File: src/hw/perf_stat_pkg.sv
// constants for the counter 4/5 event-select block: register map, field layout, event encodings
//
// Notes on behaviour
// RULE1: counter 4 event type field, bits 13-15
// RULE2: retried packets and words never count
// RULE3: type 000 counts unicast request packets only
// RULE4: type 001 counts every unicast packet
// RULE5: 010 retry symbols; 011 other symbols
// RULE6: type 100 counts unicast 32-bit words
// RULE7: 101 multicast packets; 110 multicast symbols
// RULE8: type 111 counts multicast 32-bit words
// RULE9: counter 5 priority enables, bits 16-19
// RULE10: all priority enables zero disables counter
// RULE11: symbols count when any priority enabled
// RULE12: counter 5 direction bit 23, 1=transmit
// RULE13: counter 5 type field, bits 29-31
// RULE14: counters saturate; a read clears them
// RULE15: software may write any counter value
// RULE16: counter 4 has priority and direction too
// RULE17: reserved bits read zero; reset zero
package perf_stat_pkg;

	////////////////////////////////////////////////////////////////////////////////
	// register byte offsets
	localparam logic [11:0] CONTROL_OFFSET = 12'h000;
	localparam logic [11:0] STAT4_OFFSET = 12'h004;
	localparam logic [11:0] STAT5_OFFSET = 12'h008;

	////////////////////////////////////////////////////////////////////////////////
	// control field positions, index 0 is counter 4, index 1 is counter 5
	localparam int unsigned PRIO_LSB [2] = '{0, 16};
	localparam int unsigned DIR_BIT [2] = '{7, 23};
	localparam int unsigned TYPE_LSB [2] = '{13, 29};
	localparam logic [31:0] CONTROL_RW_MASK = 32'he08fe08f;
	localparam logic [31:0] CONTROL_RESET = 32'h00000000;
	localparam logic [31:0] COUNT_RESET = 32'h00000000;

	////////////////////////////////////////////////////////////////////////////////
	// event type encodings
	localparam logic [2:0] EV_UNI_REQUEST = 3'h0;
	localparam logic [2:0] EV_UNI_PACKET = 3'h1;
	localparam logic [2:0] EV_RETRY_SYMBOL = 3'h2;
	localparam logic [2:0] EV_OTHER_SYMBOL = 3'h3;
	localparam logic [2:0] EV_UNI_WORD = 3'h4;
	localparam logic [2:0] EV_MC_PACKET = 3'h5;
	localparam logic [2:0] EV_MC_SYMBOL = 3'h6;
	localparam logic [2:0] EV_MC_WORD = 3'h7;

endpackage : perf_stat_pkg

File: src/hw/stat_counter.sv
// one saturating statistics counter with event qualification
`timescale 1ns/100ps
module stat_counter #(
	parameter int COUNT_WIDTH = 32
) (
	input wire logic pclk,
	input wire logic presetn,
	input wire logic ce,
	input wire logic [2:0] event_sel,
	input wire logic [3:0] prio_en,
	input wire logic dir,
	input wire logic [1:0] pkt_valid,
	input wire logic [1:0] pkt_is_request,
	input wire logic [1:0] pkt_multicast,
	input wire logic [1:0] pkt_retried,
	input wire logic [3:0] pkt_prio,
	input wire logic [1:0] word_valid,
	input wire logic [1:0] word_multicast,
	input wire logic [1:0] word_retried,
	input wire logic [3:0] word_prio,
	input wire logic [1:0] sym_valid,
	input wire logic [1:0] sym_retry,
	input wire logic [1:0] sym_multicast,
	input wire logic sw_write,
	input wire logic [COUNT_WIDTH-1:0] sw_wdata,
	input wire logic read_clear,
	output logic [COUNT_WIDTH-1:0] count
);

	////////////////////////////////////////////////////////////////////////////////
	// event qualification
	logic [COUNT_WIDTH-1:0] count_reg;
	logic [COUNT_WIDTH-1:0] count_next;
	logic [COUNT_WIDTH-1:0] count_inc;
	wire logic [1:0] pkt_prio_sel = dir ? pkt_prio[3:2] : pkt_prio[1:0]; // RULE12 RULE16
	wire logic [1:0] word_prio_sel = dir ? word_prio[3:2] : word_prio[1:0];
	wire logic any_en = |prio_en; // RULE10
	wire logic pkt_ok = pkt_valid[dir] & ~pkt_retried[dir] & prio_en[pkt_prio_sel]; // RULE2 RULE9
	wire logic word_ok = word_valid[dir] & ~word_retried[dir] & prio_en[word_prio_sel]; // RULE2
	// symbols have no priority, so any enabled priority lets them through
	wire logic sym_ok = sym_valid[dir] & any_en; // RULE11
	wire logic [7:0] hit_by_type;
	wire logic event_hit;
	wire logic saturated = &count_reg;

	assign hit_by_type[0] = pkt_ok & ~pkt_multicast[dir] & pkt_is_request[dir]; // RULE3
	assign hit_by_type[1] = pkt_ok & ~pkt_multicast[dir]; // RULE4
	assign hit_by_type[2] = sym_ok & sym_retry[dir]; // RULE5
	assign hit_by_type[3] = sym_ok & ~sym_retry[dir] & ~sym_multicast[dir]; // RULE5
	assign hit_by_type[4] = word_ok & ~word_multicast[dir]; // RULE6
	assign hit_by_type[5] = pkt_ok & pkt_multicast[dir]; // RULE7
	assign hit_by_type[6] = sym_ok & sym_multicast[dir]; // RULE7
	assign hit_by_type[7] = word_ok & word_multicast[dir]; // RULE8
	assign event_hit = hit_by_type[event_sel];

	////////////////////////////////////////////////////////////////////////////////
	// counter: write beats clear, an event in the clearing cycle is kept
	assign count_inc = count_reg + 1'b1;
	assign count_next = sw_write ? sw_wdata : // RULE15
		read_clear ? {{(COUNT_WIDTH-1){1'b0}}, event_hit} : // RULE14
		(event_hit & ~saturated) ? count_inc : count_reg; // RULE14

	always_ff @(posedge pclk or negedge presetn) begin
		if (!presetn) begin
			count_reg <= COUNT_WIDTH'(perf_stat_pkg::COUNT_RESET);
		end else if (ce) begin
			count_reg <= count_next;
		end
	end

	assign count = count_reg;

	////////////////////////////////////////////////////////////////////////////////
	// checks
	a_count_saturates: assert property (@(posedge pclk) disable iff (!presetn) // RULE14
		(ce && saturated && !sw_write && !read_clear) |=> saturated)
		else $error("counter wrapped past its maximum");

	a_read_clears: assert property (@(posedge pclk) disable iff (!presetn) // RULE14
		(ce && read_clear && !sw_write) |=> (count_reg <= COUNT_WIDTH'(1)))
		else $error("read did not clear the counter");

	a_disabled_holds: assert property (@(posedge pclk) disable iff (!presetn) // RULE10
		(prio_en == 4'h0 && !sw_write && !read_clear) |=> $stable(count_reg))
		else $error("counter moved with all priorities disabled");

	a_retry_not_counted: assert property (@(posedge pclk) disable iff (!presetn) // RULE2
		(event_sel == perf_stat_pkg::EV_UNI_REQUEST && pkt_retried[dir] && !sw_write && !read_clear)
		|=> $stable(count_reg))
		else $error("retried packet was counted");

	a_word_counts: assert property (@(posedge pclk) disable iff (!presetn) // RULE6
		(ce && event_sel == perf_stat_pkg::EV_UNI_WORD && word_valid[dir] && !word_retried[dir]
		&& !word_multicast[dir] && prio_en[word_prio_sel] && !saturated && !sw_write && !read_clear)
		|=> count_reg == $past(count_reg) + 1'b1)
		else $error("unicast word not counted");

	a_symbol_any_prio: assert property (@(posedge pclk) disable iff (!presetn) // RULE11
		(ce && event_sel == perf_stat_pkg::EV_RETRY_SYMBOL && sym_valid[dir] && sym_retry[dir]
		&& any_en && !saturated && !sw_write && !read_clear)
		|=> count_reg == $past(count_reg) + 1'b1)
		else $error("retry symbol not counted");

	a_sw_write: assert property (@(posedge pclk) disable iff (!presetn) // RULE15
		(ce && sw_write) |=> count_reg == $past(sw_wdata))
		else $error("software write did not load the counter");

endmodule : stat_counter

File: src/hw/port_perf_stat_event_select.sv
// APB register block with event selection for statistics counters 4 and 5
`timescale 1ns/100ps
module port_perf_stat_event_select #(
	parameter int ADDR_WIDTH = 12
) (
	input wire logic pclk,
	input wire logic presetn,
	input wire logic ce,
	input wire logic psel,
	input wire logic penable,
	input wire logic [ADDR_WIDTH-1:0] paddr,
	input wire logic pwrite,
	input wire logic [31:0] pwdata,
	input wire logic [3:0] pstrb,
	output logic [31:0] prdata,
	output logic pready,
	output logic pslverr,
	input wire logic [1:0] pkt_valid,
	input wire logic [1:0] pkt_is_request,
	input wire logic [1:0] pkt_multicast,
	input wire logic [1:0] pkt_retried,
	input wire logic [3:0] pkt_prio,
	input wire logic [1:0] word_valid,
	input wire logic [1:0] word_multicast,
	input wire logic [1:0] word_retried,
	input wire logic [3:0] word_prio,
	input wire logic [1:0] sym_valid,
	input wire logic [1:0] sym_retry,
	input wire logic [1:0] sym_multicast,
	output logic [31:0] stat4_count,
	output logic [31:0] stat5_count
);

	////////////////////////////////////////////////////////////////////////////////
	// apb decode: one wait state, answer registered
	logic [31:0] control_reg;
	logic [31:0] control_next;
	logic [31:0] prdata_reg;
	logic [31:0] prdata_next;
	logic pready_reg;
	logic pslverr_reg;
	logic [31:0] counts [2];
	logic [31:0] strb_mask;

	wire logic access = psel & penable;
	// data is captured on the first access edge, the write lands on the completing edge
	wire logic capture = access & ~pready_reg;
	wire logic complete = access & pready_reg;
	wire logic aligned = (paddr[1:0] == 2'b00);
	wire logic control_hit = aligned && (paddr == ADDR_WIDTH'(perf_stat_pkg::CONTROL_OFFSET));
	wire logic stat4_hit = aligned && (paddr == ADDR_WIDTH'(perf_stat_pkg::STAT4_OFFSET));
	wire logic stat5_hit = aligned && (paddr == ADDR_WIDTH'(perf_stat_pkg::STAT5_OFFSET));
	wire logic addr_hit = control_hit | stat4_hit | stat5_hit;
	wire logic [1:0] stat_hit = {stat5_hit, stat4_hit};
	wire logic write_done = complete & pwrite;
	// clearing on the capture edge means an event there is neither read nor lost
	wire logic read_take = capture & ~pwrite;

	////////////////////////////////////////////////////////////////////////////////
	// byte lanes
	for (genvar b = 0; b < 4; b++) begin : g_lane
		assign strb_mask[b*8 +: 8] = {8{pstrb[b]}};
	end

	////////////////////////////////////////////////////////////////////////////////
	// control register
	assign control_next = ((control_reg & ~strb_mask) | (pwdata & strb_mask))
		& perf_stat_pkg::CONTROL_RW_MASK; // RULE17

	always_ff @(posedge pclk or negedge presetn) begin
		if (!presetn) begin
			control_reg <= perf_stat_pkg::CONTROL_RESET; // RULE17
		end else if (ce && write_done && control_hit) begin
			control_reg <= control_next; // RULE1 RULE9 RULE12 RULE13 RULE16
		end
	end

	////////////////////////////////////////////////////////////////////////////////
	// counters 4 and 5
	for (genvar c = 0; c < 2; c++) begin : g_stat
		wire logic [3:0] prio_field = control_reg[perf_stat_pkg::PRIO_LSB[c] +: 4];
		// lowest field bit enables priority 3
		wire logic [3:0] prio_en = {prio_field[0], prio_field[1], prio_field[2], prio_field[3]}; // RULE9 RULE16
		wire logic [2:0] event_sel = control_reg[perf_stat_pkg::TYPE_LSB[c] +: 3]; // RULE1 RULE13
		wire logic dir = control_reg[perf_stat_pkg::DIR_BIT[c]]; // RULE12 RULE16
		wire logic [31:0] sw_wdata = (counts[c] & ~strb_mask) | (pwdata & strb_mask);
		wire logic sw_write = write_done & stat_hit[c]; // RULE15
		wire logic read_clear = read_take & stat_hit[c]; // RULE14

		stat_counter #(
			.COUNT_WIDTH(32)
		) u_counter (
			.pclk(pclk),
			.presetn(presetn),
			.ce(ce),
			.event_sel(event_sel),
			.prio_en(prio_en),
			.dir(dir),
			.pkt_valid(pkt_valid),
			.pkt_is_request(pkt_is_request),
			.pkt_multicast(pkt_multicast),
			.pkt_retried(pkt_retried),
			.pkt_prio(pkt_prio),
			.word_valid(word_valid),
			.word_multicast(word_multicast),
			.word_retried(word_retried),
			.word_prio(word_prio),
			.sym_valid(sym_valid),
			.sym_retry(sym_retry),
			.sym_multicast(sym_multicast),
			.sw_write(sw_write),
			.sw_wdata(sw_wdata),
			.read_clear(read_clear),
			.count(counts[c])
		);
	end

	////////////////////////////////////////////////////////////////////////////////
	// read answer
	assign prdata_next = !capture ? 32'h00000000 :
		control_hit ? control_reg :
		stat4_hit ? counts[0] :
		stat5_hit ? counts[1] : 32'h00000000;

	always_ff @(posedge pclk or negedge presetn) begin
		if (!presetn) begin
			pready_reg <= 1'b0;
			pslverr_reg <= 1'b0;
			prdata_reg <= 32'h00000000;
		end else if (ce) begin
			pready_reg <= capture;
			pslverr_reg <= capture & ~addr_hit;
			prdata_reg <= prdata_next;
		end
	end

	assign prdata = prdata_reg;
	assign pready = pready_reg;
	assign pslverr = pslverr_reg;
	assign stat4_count = counts[0];
	assign stat5_count = counts[1];

	////////////////////////////////////////////////////////////////////////////////
	// checks
	a_reserved_zero: assert property (@(posedge pclk) disable iff (!presetn) // RULE17
		(control_reg & ~perf_stat_pkg::CONTROL_RW_MASK) == 32'h00000000)
		else $error("reserved control bit is set");

	a_control_write: assert property (@(posedge pclk) disable iff (!presetn) // RULE13
		(ce && write_done && control_hit && pstrb == 4'hf)
		|=> control_reg == ($past(pwdata) & perf_stat_pkg::CONTROL_RW_MASK))
		else $error("control write did not land");

	a_apb_answer: assert property (@(posedge pclk) disable iff (!presetn)
		(ce && capture) |=> pready_reg ##1 !pready_reg || !ce)
		else $error("apb answer not one cycle after access");

	a_unmapped_error: assert property (@(posedge pclk) disable iff (!presetn)
		(ce && capture && !addr_hit && !pwrite) |=> (pslverr_reg && prdata_reg == 32'h00000000))
		else $error("unmapped read not flagged");

endmodule : port_perf_stat_event_select

File: config.mk
export PLATFORM = sky130hd
export DESIGN_NAME = port_perf_stat_event_select
export DESIGN_NICKNAME = d
export VERILOG_FILES = /design/src/hw/perf_stat_pkg.sv /design/src/hw/stat_counter.sv /design/src/hw/port_perf_stat_event_select.sv
export SDC_FILE = /design/constraint.sdc
export NUM_CORES = 1
export LEC_CHECK = 0
export ABC_CLOCK_PERIOD_IN_PS = 5700
export BUFFER_PORTS_ARGS = -buffer_cell sky130_fd_sc_hd__buf_2
export CAP_MARGIN = 20
export CELL_PAD_IN_SITES_DETAIL_PLACEMENT = 1
export CELL_PAD_IN_SITES_GLOBAL_PLACEMENT = 1
export CORE_ASPECT_RATIO = 0.7
export CORE_MARGIN = 10
export CORE_UTILIZATION = 30
export DETAILED_ROUTE_END_ITERATION = 8
export GPL_TIMING_DRIVEN = 0
export PLACE_DENSITY_LB_ADDON = 0.1
export SETUP_SLACK_MARGIN = 0.3
export SLEW_MARGIN = 0
export SYNTH_ARGS = -nofsm -noshare
export SYNTH_HDL_FRONTEND = slang
export SYNTH_SLANG_ARGS = --single-unit
File: constraint.sdc
create_clock -name pclk -period 5.7 [get_ports pclk]
set_clock_uncertainty 0.05 [all_clocks]
set_input_delay 1.14 -clock pclk [delete_from_list [all_inputs] [get_ports pclk]]
set_output_delay 1.14 -clock pclk [all_outputs]
set_load 0.02 [all_outputs]
# Word level (Yosys, flattened, before mapping)
# Cells that the tools add are included.
[word_totals]
reg_bits = 114
output_inout_bits = 98
word_cells = 166
[op_classes]
n_addsub = 2
n_lt_le_gt_ge = 8
eq_ne = 2
muxes = 66
bitwise = 67
reduce_logical = 15
[ops]
columns = ["op", "n"]
rows = [
  ["32-bit two-way mux", 10],
  ["32-bit AND", 4],
  ["32-bit bitwise OR", 3],
  ["32-bit by 1-bit adder with 32-bit output, second input constant", 2],
  ["32-bit AND reduction", 2],
  ["1-bit two-way mux", 46],
  ["1-bit AND", 40],
  ["32-bit NOT", 1],
  ["1-bit NOT", 17],
  ["12-bit by 3-bit equality test with 1-bit output, second input constant", 1],
  ["12-bit by 4-bit equality test with 1-bit output, second input constant", 1],
  ["12-bit logical NOT", 1],
  ["2-bit by 3-bit less-than comparator with 1-bit output, second input constant", 4],
  ["1-bit binary-select mux with 2-bit select", 4],
  ["3-bit by 4-bit less-than comparator with 1-bit output, second input constant", 2],
  ["2-bit two-way mux", 4],
  ["4-bit OR reduction", 2],
  ["1-bit binary-select mux with 3-bit select", 2],
  ["3-bit nonzero test", 2],
  ["1-bit logical AND", 5],
  ["1-bit by 2-bit less-than comparator with 1-bit output, second input constant", 2],
  ["2-bit AND reduction", 2],
  ["2-bit logical NOT", 1],
  ["1-bit bitwise OR", 2],
]

# Longest topological paths before layout
# Gate-level depths: netlist of the first run.
[depth]
ltp_word = 13
depth_mapped = 11

# Hierarchy
# A second synthesis of the first run with hierarchy kept.
[unflattened]
hier_cells = 1003
area_unflattened_um2 = 8105.3
[by_module_without_submodules]
columns = ["mod", "n_inst", "cells_per_inst", "area_per_inst_um2", "seq_area_each_um2"]
rows = [
  ["port_perf_stat_event_select", 1, 398, 3145.5, 1251.2],
  ["stat_counter at g_stat[1].u_counter", 1, 304, 2514.9, 800.8],
  ["stat_counter at g_stat[0].u_counter", 1, 301, 2444.8, 800.8],
]

# Least setup slack after synthesis of the first run
# No wires, ideal clock.
[synth_path]
path_type = "input to register"
start = "in paddr[5]"
end = "reg (tool-made name)"
t_arrival_ns = 2.873
required_time_ns = 5.527
path_slack_ns = 2.654
path_stages = 9
path_buffers = 1
cell_sequence = "nor4_2 > nand3_1 > nor3b_1 > and2_1 > a31oi_4 > a221o_2 > buf_6 > o21ai_1 > o21ai_1"
[synth_lines]
columns = ["item", "line_no", "rtl"]
rows = [
  ["from (decl)", "port_perf_stat_event_select.sv:11", "input wire logic [ADDR_WIDTH-1:0] paddr,"],
]

==> results.md, run 1 <==
- The final number of hold-violating endpoints came to 0.
- The routed layout has 8276 vias.
- The first-pass GRT wire length is 57.1 mm.
- Dividing the detail-routed wire length by the instance count gives 27.3 um.
- The clock slew at the register clock pins of the worst setup and hold paths is 0.06 ns.
- The cell count of the worst hold path is 1.
- The master cell of the clock root buffer is sky130_fd_sc_hd__clkbuf_16.
- The antenna diode instance count is 0.
- The worst setup path category is in2reg.
- The transition time at the pin with the least slew margin is 1.02 ns.
- The maximum fanout encountered on the critical timing path is 10.
- Setup repair after global routing left no endpoint under its margin.
- The worst path uses 66.7% of the clock period.
- Across the run, the number of max-cap violations was 0.
- STA puts the critical path data arrival time at 4.10 ns.
- The fraction of the yosys area taken by sequential cells is 37.7%.
- The power consumption is 0.00242 W.
- The effective utilization at floorplan is 30.6%.
- Data on the critical path is required at its endpoint by 6.00 ns.
- The quantity of I/O buffers inserted on ports is 176.
- The TritonCTS clock tree is done.
- Entering global routing, the biggest net connects 76 pins.
- The peak supply drop is 0.000207 V.
- The clock latency on the worst-skew pair is 0.44 ns.
- After synthesis, the largest area contributor takes up 37.7% of total cell area.
- In the final design database the tool counted 1140 nets.
- The post-route DRC violation count is 0.
- Subtracting the final worst setup slack from the clock period gives 3.80 ns.
- The largest buffer count on any clock path is 2.
- Synthesis produced a netlist whose cell count is 860.
- Setup violations remaining at the end of the flow were counted as 0.
- The first-iteration detailed-routing DRC count is 847.
- After clock tree synthesis, the flow added hold-fix buffers numbering 0.
- Summing all non-filler instances in the final layout gives an area of 0.00955 sq mm.
- The number of register bits inferred by synthesis is 114.
- Sorting the synthesized cells by area gives the leading types as sky130_fd_sc_hd__dfrtp_1 38%, sky130_fd_sc_hd__nand3_1 4.1%, sky130_fd_sc_hd__o2bb2ai_1 3.8%.
- Once the clock tree was built, the resizer swapped 0 gates to a different size.
- A synthesized cell averages 8.79 sq um.
- The H-tree depth reported by CTS is 4.
- The post-synth design cell area is 0.00756 sq mm.
- By instance count, the leading cell after synthesis is sky130_fd_sc_hd__dfrtp_1.
- The number of clock sinks is 114.
- The congestion estimate from routability-driven global placement came to 0.927.
- The met1 layer usage reported by global route is 33.6%.
- The area enclosed by the die boundary is 0.0321 sq mm.
- The power per standard cell area is 254 mW/mm^2.
- The layout overhead on the synthesized area is 26.3%.
- The most used routing layer is met2.
- The number of ports placed on the die boundary is 180.
- The number of filler cells placed in the layout is 2952.
- The number of warnings issued by yosys is 0.
- The worst setup path is launched from a primary input.
- The wire-length estimate of the detail-placed layout is 29.0 mm.
- The depth of the worst register-to-register path is 10.
- The number of max-slew violations in the final report is 0.
- The run finished with clean final reports.
- The global-route usage over all layers is 23.2%.
- The static leakage is 3.97 nW.
- Measured against its own limit, the worst slew margin works out to 31.6%.
- Measured along the x axis, the die boundary spans 210 um.
- The core region is 0.0247 sq mm.
- The worst setup path is captured at a register.
- Yosys mapped a number of flops with a built-in enable equal to 0.
- Using the TritonRoute via totals, the vias-per-cell ratio works out to 5.94.
- The met3 track utilization from global routing is 4.78%.
- For this run, global-route usage on met2 was measured as 34.1%.
- For this run, the detailed router's first-pass iteration total came to 6.
- Once detail routing completed, the nets flagged for antenna violations numbered 0.
- The post-detailed-placement cell area is 0.00888 sq mm.
- The commonest cells after synthesis are 114 x sky130_fd_sc_hd__dfrtp_1, 68 x sky130_fd_sc_hd__nor2_1, 64 x sky130_fd_sc_hd__nand2_1.
- The largest total area in the synthesized netlist belongs to sky130_fd_sc_hd__dfrtp_1.
- Among all flip-flop cells after synthesis, the most frequent one is sky130_fd_sc_hd__dfrtp_1.
- The number of global-route vias before repair came to 8387.
- Counting distinct cell types in the post-synthesis netlist gives 76.
- Buffers added to address setup during post-CTS repair amount to 0.
- The number of buffers inserted during clock tree synthesis is 17.
- The number of nets in the synthesized netlist is 944.
- The number of antenna violations at the first check in global routing came to 0.
- The final sum of negative setup slack is 0 ns.
- The die is 153 um tall.
- Of all flip-flops after synthesis, the portion carrying an async set or reset was 100%.
- The fraction of layout cells with a size suffix above 1 is 26.5%.
- The highest attainable clock frequency is 263 MHz.
- Summed over all layers, the global routing overflow is 0.
- The floorplan has 48 rows.
- The tightest min-delay check is of the reg2reg type.
- The total wirelength of the detailed-routed design is 38.1 mm.
where the power goes:
part / total [W] / internal, W / leakage [nW] / switching [W]
Combinational: 0.000285 / 0.000101 / 2.22 / 0.000184
Sequential: 0.000871 / 0.000829 / 1.43 / 0.0000421
Clock: 0.00127 / 0.000819 / 0.316 / 0.000448
metrics by stage:
step | instances | hold WS (ns) | util (%) | worst slack [ns]
finish | 1394 | 0.433 | 38.6 | 1.90
global route | 1394 | 0.448 | 38.6 | 1.78
CTS | 1394 | 0.436 | 38.6 | 1.98
detailed placement | 1362 | 0.420 | 35.9 | 1.54
global placement | 1361 | 0.416 | 35.8 | 1.54
floorplan | 860 | 0.497 | - | 2.65
critical path: stages:
cell	delay, ns
sky130_fd_sc_hd__clkbuf_1	0.50
sky130_fd_sc_hd__clkinv_1	0.59
sky130_fd_sc_hd__or3_1	0.49
sky130_fd_sc_hd__buf_2	0.20
sky130_fd_sc_hd__or2_2	0.35
sky130_fd_sc_hd__clkbuf_1	0.23
sky130_fd_sc_hd__clkbuf_1	0.34
sky130_fd_sc_hd__o2bb2ai_1	0.24
cell usage in the layout (no fill, tap or decap), drive strengths merged, types with 16 or more instances in the layout:
master and n:
buf 204, dfrtp 114, nor2 70, nand2 64
nand3 63, o21ai 63, clkbuf 53, a31oi 34
o2bb2ai 33, a21oi 29, nor3 26, o31ai 22
inv 21, and3 18, mux2 17, nor2b 16
a222oi 16, a22oi 16
cells by family after synthesis:
group | synth area share [%]
adders and majority gates | 0.331
AOI/OAI and AO/OA | 28.6
xor gates and xnor gates | 0.695
DFF | 37.7
muxes | 5.11
buffers and inverters | 5.26
and+or+nand+nor | 22.2
final cells by class:
| type | count | area, sq um | area share [%] |
|---|---|---|---|
| Multi-Input combinational cell | 663 | 4310 | 45.2 |
| Sequential cell | 114 | 2850 | 29.9 |
| Timing Repair Buffer | 177 | 915 | 9.58 |
| Clock buffer | 18 | 429 | 4.49 |
| Tap cell | 325 | 407 | 4.26 |
| Buffer | 62 | 319 | 3.34 |
| Clock inverter | 14 | 235 | 2.46 |
| Inverter | 21 | 78.8 | 0.825 |
per-layer routing:
layer  share of wire, %  vias to the layer above  routed length [um]
met5                  0                        -                   0
met4                1.4                        0                 532
met3                6.0                       27                2290
met2                 44                      285               16600
met1                 49                     4228               18600
li1                   -                     3736                   -
worst paths after layout:
path                                         from                         end  slack, ns
setup / recovery                               ce      prdata[22]$_DFFE_PN0P_       1.90
hold / removal             prdata[23]$_DFFE_PN0P_      prdata[23]$_DFFE_PN0P_       0.43
setup reg to reg                         register                    register       1.98
hold reg to reg            prdata[23]$_DFFE_PN0P_      prdata[23]$_DFFE_PN0P_       0.43
max in group asynchronous                 presetn  asynchronous set/reset pin       4.26
min in group asynchronous                 presetn  asynchronous set/reset pin       0.58
(Power assumes the default switching activity.)
==> run 2: changes to the inputs <==
--- a/config.mk
+++ b/config.mk
@@ -5,7 +5,7 @@
 export SDC_FILE = /design/constraint.sdc
 export NUM_CORES = 1
 export LEC_CHECK = 0
-export ABC_CLOCK_PERIOD_IN_PS = 5700
+export ABC_CLOCK_PERIOD_IN_PS = 3780
 export BUFFER_PORTS_ARGS = -buffer_cell sky130_fd_sc_hd__buf_2
 export CAP_MARGIN = 20
 export CELL_PAD_IN_SITES_DETAIL_PLACEMENT = 1
==> constraint.sdc (replaced) <==
create_clock -name pclk -period 3.78 [get_ports pclk]
set_clock_uncertainty 0.05 [all_clocks]
set_input_delay 0.756 -clock pclk [delete_from_list [all_inputs] [get_ports pclk]]
set_output_delay 0.756 -clock pclk [all_outputs]
set_load 0.02 [all_outputs]
==> run 2 against run 1 <==
Worst hold slack got worse by 0.24 ns. Die area did not move. Cell area rose by 0.14%. Sequential share of layout area barely moved. Clock power rose by 50%. Non-clock buffer count did not move. Largest power group unchanged.
==> results.md, run 2 (synthesis results as in run 1) <==
- Setup repair after global routing left no endpoint under its margin.
- The remaining global-route overflow came to 0 (unchanged).
- The clock latency on the worst-skew pair is 0.43 ns (about the same).
- The average via count per standard cell is 5.96 (+0.42%).
- The number of ports placed on the die boundary came to 180 (unchanged).
- The quantity of I/O buffers inserted on ports was 176 (unchanged).
- The non-filler instance count after layout was 1394 (unchanged).
- The final number of hold-violating endpoints is 0 (unchanged).
- The number of buffers inserted during clock tree synthesis is 17 (unchanged).
- The fraction of layout cells with a size suffix above 1 came to 26.7% (+0.19 points).
- The maximum fanout encountered on the critical timing path was 10 (unchanged).
- The quantity of hold-fixing buffers added after cts is 0 (unchanged).
- The count of vias placed by the detailed router is 8311 (+0.42%).
- The number of global-route vias before repair came to 8387 (unchanged).
- The pin count of the biggest net entering global routing is 76 (unchanged).
- The number of antenna violations at the first check in global routing is 0 (unchanged).
- The count of standard-cell rows is 48 (unchanged).
- The clock slew at the register clock pins of the worst setup and hold paths was 0.06 ns (about the same).
- The library cell used most frequently in the layout, excluding fill and tap cells, is sky130_fd_sc_hd__buf_2.
- The global-route usage over all layers is 23.2% (unchanged).
- The post-detailed-placement cell area is 0.00888 sq mm (unchanged).
- The number of max-slew violations in the final report is 0 (unchanged).
- The effective utilization at floorplan is 30.6% (unchanged).
- The normalized max-slew margin is 34.5% (+2.8 points).
- The detailed-router iteration count before antenna repair is 9 (+3).
- The detailed-routed wire length on met3 is 2.33 mm (+1.9%).
- The final count of negative-setup-slack endpoints is 0 (unchanged).
- The flow ran to the end, and the final reports show no timing, DRC or antenna violations.
- The antenna diode instance count is 0 (unchanged).
- The total placed cells including tap cells is 1362 (unchanged).
- The H-tree depth reported by CTS is 4 (unchanged).
- The critical path launch point type is a register.
- The static leakage is 3.97 nW (about the same).
- The horizontal extent of the die is 210 um (unchanged).
- In the layout the commonest cells are 188 x sky130_fd_sc_hd__buf_2, 114 x sky130_fd_sc_hd__dfrtp_1, 68 x sky130_fd_sc_hd__nor2_1, 64 x sky130_fd_sc_hd__nand2_1, 62 x sky130_fd_sc_hd__nand3_1.
- The worst setup slack after layout is 0.457 ns (-1.44 ns).
- The area enclosed by the die boundary was 0.0321 sq mm (unchanged).
- The critical path capture point type is a register.
- The transition time at the pin with the least slew margin is 0.974 ns (-0.0423 ns).
- The post-placement setup slack was -0.000609 ns (-1.54 ns).
- The number of filler cells placed in the layout came to 2949 (-0.10%).
- The first-iteration detailed-routing DRC count is 784 (-7.4%).
- The final cycle utilization of the critical path is 87.9%.
- The power per standard cell area is 382 mW/mm^2 (+50%).
- The post-route cell area is 0.00956 sq mm (+0.14%).
- The highest layer touched by signal routing is met4.
- The worst hold path belongs to the class in2async.
- The post-route met1 wirelength is 18.6 mm (-0.22%).
- The first-pass GRT wire length is 57.1 mm (unchanged).
- The largest buffer count on any clock path was 2 (unchanged).
- The routed length on met2 came to 16.6 mm (+0.17%).
- The highest attainable clock frequency is 301 MHz.
- The final weighted congestion in routability-driven placement is 0.927 (unchanged).
- The tightest hold margin is 0.198 ns (-0.236 ns).
- The post-DP HPWL is 29.0 mm (unchanged).
- The number of clock sinks is 114 (unchanged).
- The cell sitting at the root of the clock tree is a sky130_fd_sc_hd__clkbuf_16.
- The post-route antenna net violation count is 0 (unchanged).
- The worst setup path is of the reg2reg kind.
- The minimum clock period after layout is 3.32 ns.
- The peak supply drop is 0.000311 V (+50%).
- The data arrival time of the worst path is 3.58 ns (-0.52 ns).
- The power consumption came to 0.00365 W (+51%).
- The total wirelength of the detailed-routed design is 38.1 mm (+0.12%).
- The average detailed-routed wire length per instance is 27.3 um (+0.12%).
- The number of nets in the layout is 1140 (unchanged).
- The TritonCTS clock tree is done.
- The layout overhead on the synthesized area is 26.4%.
- The core region area was 0.0247 sq mm (unchanged).
- The count of maximum capacitance violations came to 0 (unchanged).
- The required time at the endpoint of the critical path came to 4.03 ns (-1.97 ns).
- The floorplan die height was 153 um (unchanged).
- The post-route DRC violation count is 0 (unchanged).
==> run 2: changes by cell type in the layout (fill, tap and decap cells not counted) <==
| cell | previous run | this run |
|---|---|---|
| sky130_fd_sc_hd__clkbuf_2 | 2 | 3 |
| sky130_fd_sc_hd__clkinvlp_4 | 3 | 4 |
| sky130_fd_sc_hd__nor4_4 | 0 | 1 |
| sky130_fd_sc_hd__nor4_2 | 2 | 1 |
| sky130_fd_sc_hd__clkinv_1 | 1 | 0 |
| sky130_fd_sc_hd__clkbuf_1 | 34 | 33 |
==> run 2: layout make-up <==
class | instances | area [sq um] | area share [%]
Multi-Input combinational cell | 663 | 4320 | 45.2
Sequential cell | 114 | 2850 | 29.8
Timing Repair Buffer | 177 | 915 | 9.56
Clock buffer | 18 | 429 | 4.49
Tap cell | 325 | 407 | 4.25
Buffer | 62 | 320 | 3.35
Clock inverter | 14 | 235 | 2.46
Inverter | 21 | 82.6 | 0.864
==> run 2: final timing paths <==
path / start / to / slack [ns] / cells after the start
worst max-delay path: register / register / 0.46 / 10
worst min-delay path: presetn / asynchronous set/reset pin / 0.20 / 1
worst max register to register: register / register / 0.46 / 10
worst min register to register: prdata[23]$_DFFE_PN0P_ / prdata[23]$_DFFE_PN0P_ / 0.43 / 1
max in group asynchronous: presetn / asynchronous set/reset pin / 2.71 / 2
min in group pclk: prdata[23]$_DFFE_PN0P_ / prdata[23]$_DFFE_PN0P_ / 0.43 / 1
==> run 2: stage by stage <==
step	utilization (%)	TNS, ns
2_1_floorplan	-	0
4_1_cts	38.6	0
6_report	38.6	0
3_5_place_dp	35.9	-0.000609
3_3_place_gp	35.8	0
5_1_grt	38.6	0
==> run 2: power breakdown <==
part           switching, W  internal (W)
Combinational      0.000281      0.000153
Sequential        0.0000643       0.00125
Clock              0.000665       0.00123
==> run 2: what timing repair did <==
| item | CTS | global route |
|---|---|---|
| pin swaps | 0 | 1 |
| setup buffers | 0 | 0 |
| cloned | 0 | 0 |
| endpoints found under the setup margin | 31 | 21 |
| gates resized for setup | 1 | 3 |
==> run 2: critical path, stage by stage (launching register included) <==
cell,delay (ns)
sky130_fd_sc_hd__dfrtp_1,0.48
sky130_fd_sc_hd__ha_1,0.21
sky130_fd_sc_hd__nand3_1,0.24
sky130_fd_sc_hd__nor4_4,0.46
sky130_fd_sc_hd__nand4_1,0.35
sky130_fd_sc_hd__or2_1,0.35
sky130_fd_sc_hd__a31oi_4,0.34
sky130_fd_sc_hd__a21oi_1,0.22
sky130_fd_sc_hd__buf_4,0.26
sky130_fd_sc_hd__mux2i_1,0.15
sky130_fd_sc_hd__o21ai_1,0.08
==> run 2: routing by layer <==
layer	global-route usage [%]	vias up
li1	-	3730
met1	33.6	4266
met2	34.1	283
met3	4.78	32
met4	5.50	0
met5	0	-
==> run 3: changes to the inputs <==
==> constraint.sdc (replaced) <==
create_clock -name pclk -period 3.78 [get_ports pclk]
set_clock_uncertainty 0.05 [all_clocks]
set_input_delay 0.189 -clock pclk [delete_from_list [all_inputs] [get_ports pclk]]
set_output_delay 0.189 -clock pclk [all_outputs]
set_load 0.02 [all_outputs]
==> run 3 against run 2 <==
Utilization up 0.34 points. Power up 0.15%. Wire length barely moved. Maximum frequency is 0.63% lower. Global-route usage up 0.064 points. Via count hardly changed. Combinational power up 1%. Sequential share of layout area is 0.26 points lower. Largest cell class unchanged. Largest power group unchanged.
==> results.md, run 3 (synthesis results as in run 1) <==
- The effective utilization at floorplan was 30.6% (unchanged).
- The number of clock sinks is 114 (unchanged).
- The number of buffers inserted during clock tree synthesis is 17 (unchanged).
- The normalized max-slew margin was 32.1% (-2.3 points).
- The global-route usage over all layers was 23.2% (+0.064 points).
- The data arrival time of the worst path is 3.58 ns (about the same).
- The floorplan die height came to 153 um (unchanged).
- The peak supply drop is 0.000311 V (+0.14%).
- The clock latency on the worst-skew pair is 0.44 ns (about the same).
- The count of vias placed by the detailed router is 8310 (-0.012%).
- The total wirelength of the detailed-routed design is 38.1 mm (about the same).
- The clock slew at the register clock pins of the worst setup and hold paths was 0.06 ns (about the same).
- The final number of hold-violating endpoints is 0 (unchanged).
- The average via count per standard cell is 5.92 (-0.65%).
- The final weighted congestion in routability-driven placement is 0.927 (unchanged).
- The H-tree depth reported by CTS is 4 (unchanged).
- STA classifies the critical path endpoint as a register.
- The master of the slowest instance on the critical path is sky130_fd_sc_hd__dfrtp_1.
- The library cell used most frequently in the layout, excluding fill and tap cells, is sky130_fd_sc_hd__buf_2.
- The pin count of the biggest net entering global routing is 76 (unchanged).
- The run finished with clean final reports.
- The critical path is of the reg2reg type.
- The number of antenna violations at the first check in global routing came to 0 (unchanged).
- The part of the total power dissipated in combinational logic is 12.0% (about the same).
- The first-iteration detailed-routing DRC count is 823 (+5.0%).
- The area enclosed by the die boundary is 0.0321 sq mm (unchanged).
- The core region area is 0.0247 sq mm (unchanged).
- The worst hold-check path type is in2reg.
- The fraction of layout cells with a size suffix above 1 is 26.3% (-0.41 points).
- The power per standard cell area was 379 mW/mm^2 (-0.73%).
- Setup repair after global routing left no endpoint under its margin.
- The minimum clock period after layout is 3.34 ns (+0.0210 ns).
- The remaining global-route overflow is 0 (unchanged).
- The number of max-slew violations in the final report is 0 (unchanged).
- The most frequent cell on the critical path is sky130_fd_sc_hd__nand4_1.
- The antenna diode instance count is 0 (unchanged).
- The count of maximum capacitance violations was 0 (unchanged).
- The non-filler instance count after layout was 1403 (+0.65%).
- The number of global-route vias before repair was 8436 (+0.58%).
- The maximum fanout encountered on the critical timing path is 10 (unchanged).
- The share of total power consumed by net switching is 27.6% (-0.050 points).
- The switching power was 0.00101 W (about the same).
- The clock power share came to 52.0% (about the same).
- The highest cell delay on the worst timing path is 0.58 ns (+0.10 ns).
- The number of nets in the layout was 1149 (+0.79%).
- The post-route DRC violation count came to 0 (unchanged).
- The average detailed-routed wire length per instance is 27.1 um (-0.72%).
- The final cycle utilization of the critical path is 88.5% (+0.56 points).
- The final sum of negative setup slack is 0 ns (unchanged).
- The largest buffer count on any clock path is 2 (unchanged).
- The critical path goes through nand4_1, nor4_4, nand4_1, or2_1, a31oi_4, a21oi_1, buf_4, mux2i_1, o21ai_1.
- The worst setup path is launched from a register.
- The required time at the endpoint of the critical path is 4.02 ns (about the same).
- The horizontal extent of the die was 210 um (unchanged).
- The final count of negative-setup-slack endpoints is 0 (unchanged).
- The post-DP HPWL came to 29.0 mm (unchanged).
- The master cell of the clock root buffer is sky130_fd_sc_hd__clkbuf_16.
- The number of ports placed on the die boundary is 180 (unchanged).
- Compared with the post-synthesis result, the final layout area differs by 27.6%.
- In the layout the commonest cells are 188 x sky130_fd_sc_hd__buf_2, 114 x sky130_fd_sc_hd__dfrtp_1, 68 x sky130_fd_sc_hd__nor2_1, 64 x sky130_fd_sc_hd__nand2_1, 62 x sky130_fd_sc_hd__nand3_1.
- TritonCTS built the clock tree.
- The static leakage came to 4.01 nW (+0.89%).
- The count of standard-cell rows was 48 (unchanged).
- The first-pass GRT wire length is 57.3 mm (+0.31%).
- The highest attainable clock frequency is 299 MHz (-0.63%).
- The detailed-router iteration count before antenna repair was 6 (-3).
- The internal power was 0.00264 W (+0.22%).
- The quantity of I/O buffers inserted on ports is 176 (unchanged).
- The transition time at the pin with the least slew margin is 1.01 ns (+0.0346 ns).
- The sequential share of power was 36.0% (about the same).
- The post-route antenna net violation count is 0 (unchanged).
- The total placed cells including tap cells is 1362 (unchanged).
-- run 3: changes by cell type in the layout (fill, tap and decap cells not counted), sizes merged --
cell and delta:
dlygate4sd3 +9, clkinvlp -1, clkinv +1
-- run 3: what timing repair did --
action / 4_1_cts / 5_1_grt
hold buffers: 9 / 0
pin swaps: 0 / 1
hold endpoints to repair: 47 / 0
setup buffers: 0 / 0
setup endpoints to repair: 31 / 11
gates resized for setup: 1 / 0
-- run 3: worst paths after layout --
kind	cells past startpoint	start	end	slack, ns
setup / recovery	9	register	register	0.44
hold reg to reg	1	prdata[23]$_DFFE_PN0P_	prdata[23]$_DFFE_PN0P_	0.43
setup reg to reg	9	register	register	0.44
max in group asynchronous	3	presetn	asynchronous set/reset pin	2.70
min in group asynchronous	2	presetn	asynchronous set/reset pin	0.20
hold / removal	2	pwdata[19]	register	0.02
-- run 3: power groups by stage --
stage | clock network [W] | logic (W) | registers (W)
after floorplan | 0 | 0.000185 | 0.00135
after global placement | 0 | 0.000418 | 0.00133
after detailed placement | 0 | 0.000428 | 0.00133
after CTS | 0.00192 | 0.000442 | 0.00131
after global routing | 0.00197 | 0.000480 | 0.00132
final | 0.00190 | 0.000440 | 0.00131
-- run 3: metrics by stage --
stage	area (sq um)	hold slack, ns	total power [W]	setup WS (ns)	utilization [%]
final	9650	0.0213	0.00365	0.436	39.0
after global routing	9650	0.00982	0.00377	0.312	39.0
after CTS	9650	0.00625	0.00367	0.362	39.0
after detailed placement	8880	0.0976	0.00176	0.135	35.9
after global placement	8850	0.416	0.00175	0.166	35.8
after floorplan	7560	-0.157	0.00154	1.19	-
-- run 3: area by class of cell --
class | count | area [sq um]
multi-input cells | 663 | 4320
flip-flops and latches | 114 | 2850
well taps | 325 | 407
clock buffers | 18 | 429
clock inverters | 14 | 235
repair buffers | 186 | 1000
fillers | 2946 | 15100
plain buffers | 62 | 319
inverters | 21 | 78.8
-- run 3: worst max-delay path, delay by kind of cell (launching register included) --
family | cells | cell delay (ns)
buf+inv | 1 | 0.26
mux | 1 | 0.15
flops | 1 | 0.58
simple gates | 4 | 1.52
compound gates | 3 | 0.64
-- run 3: metal layers --
layer	share of wire, %	track usage, %
met4	1.4	5.53
met2	44	34.2
met5	0	0
met1	49	33.7
met3	5.7	4.72
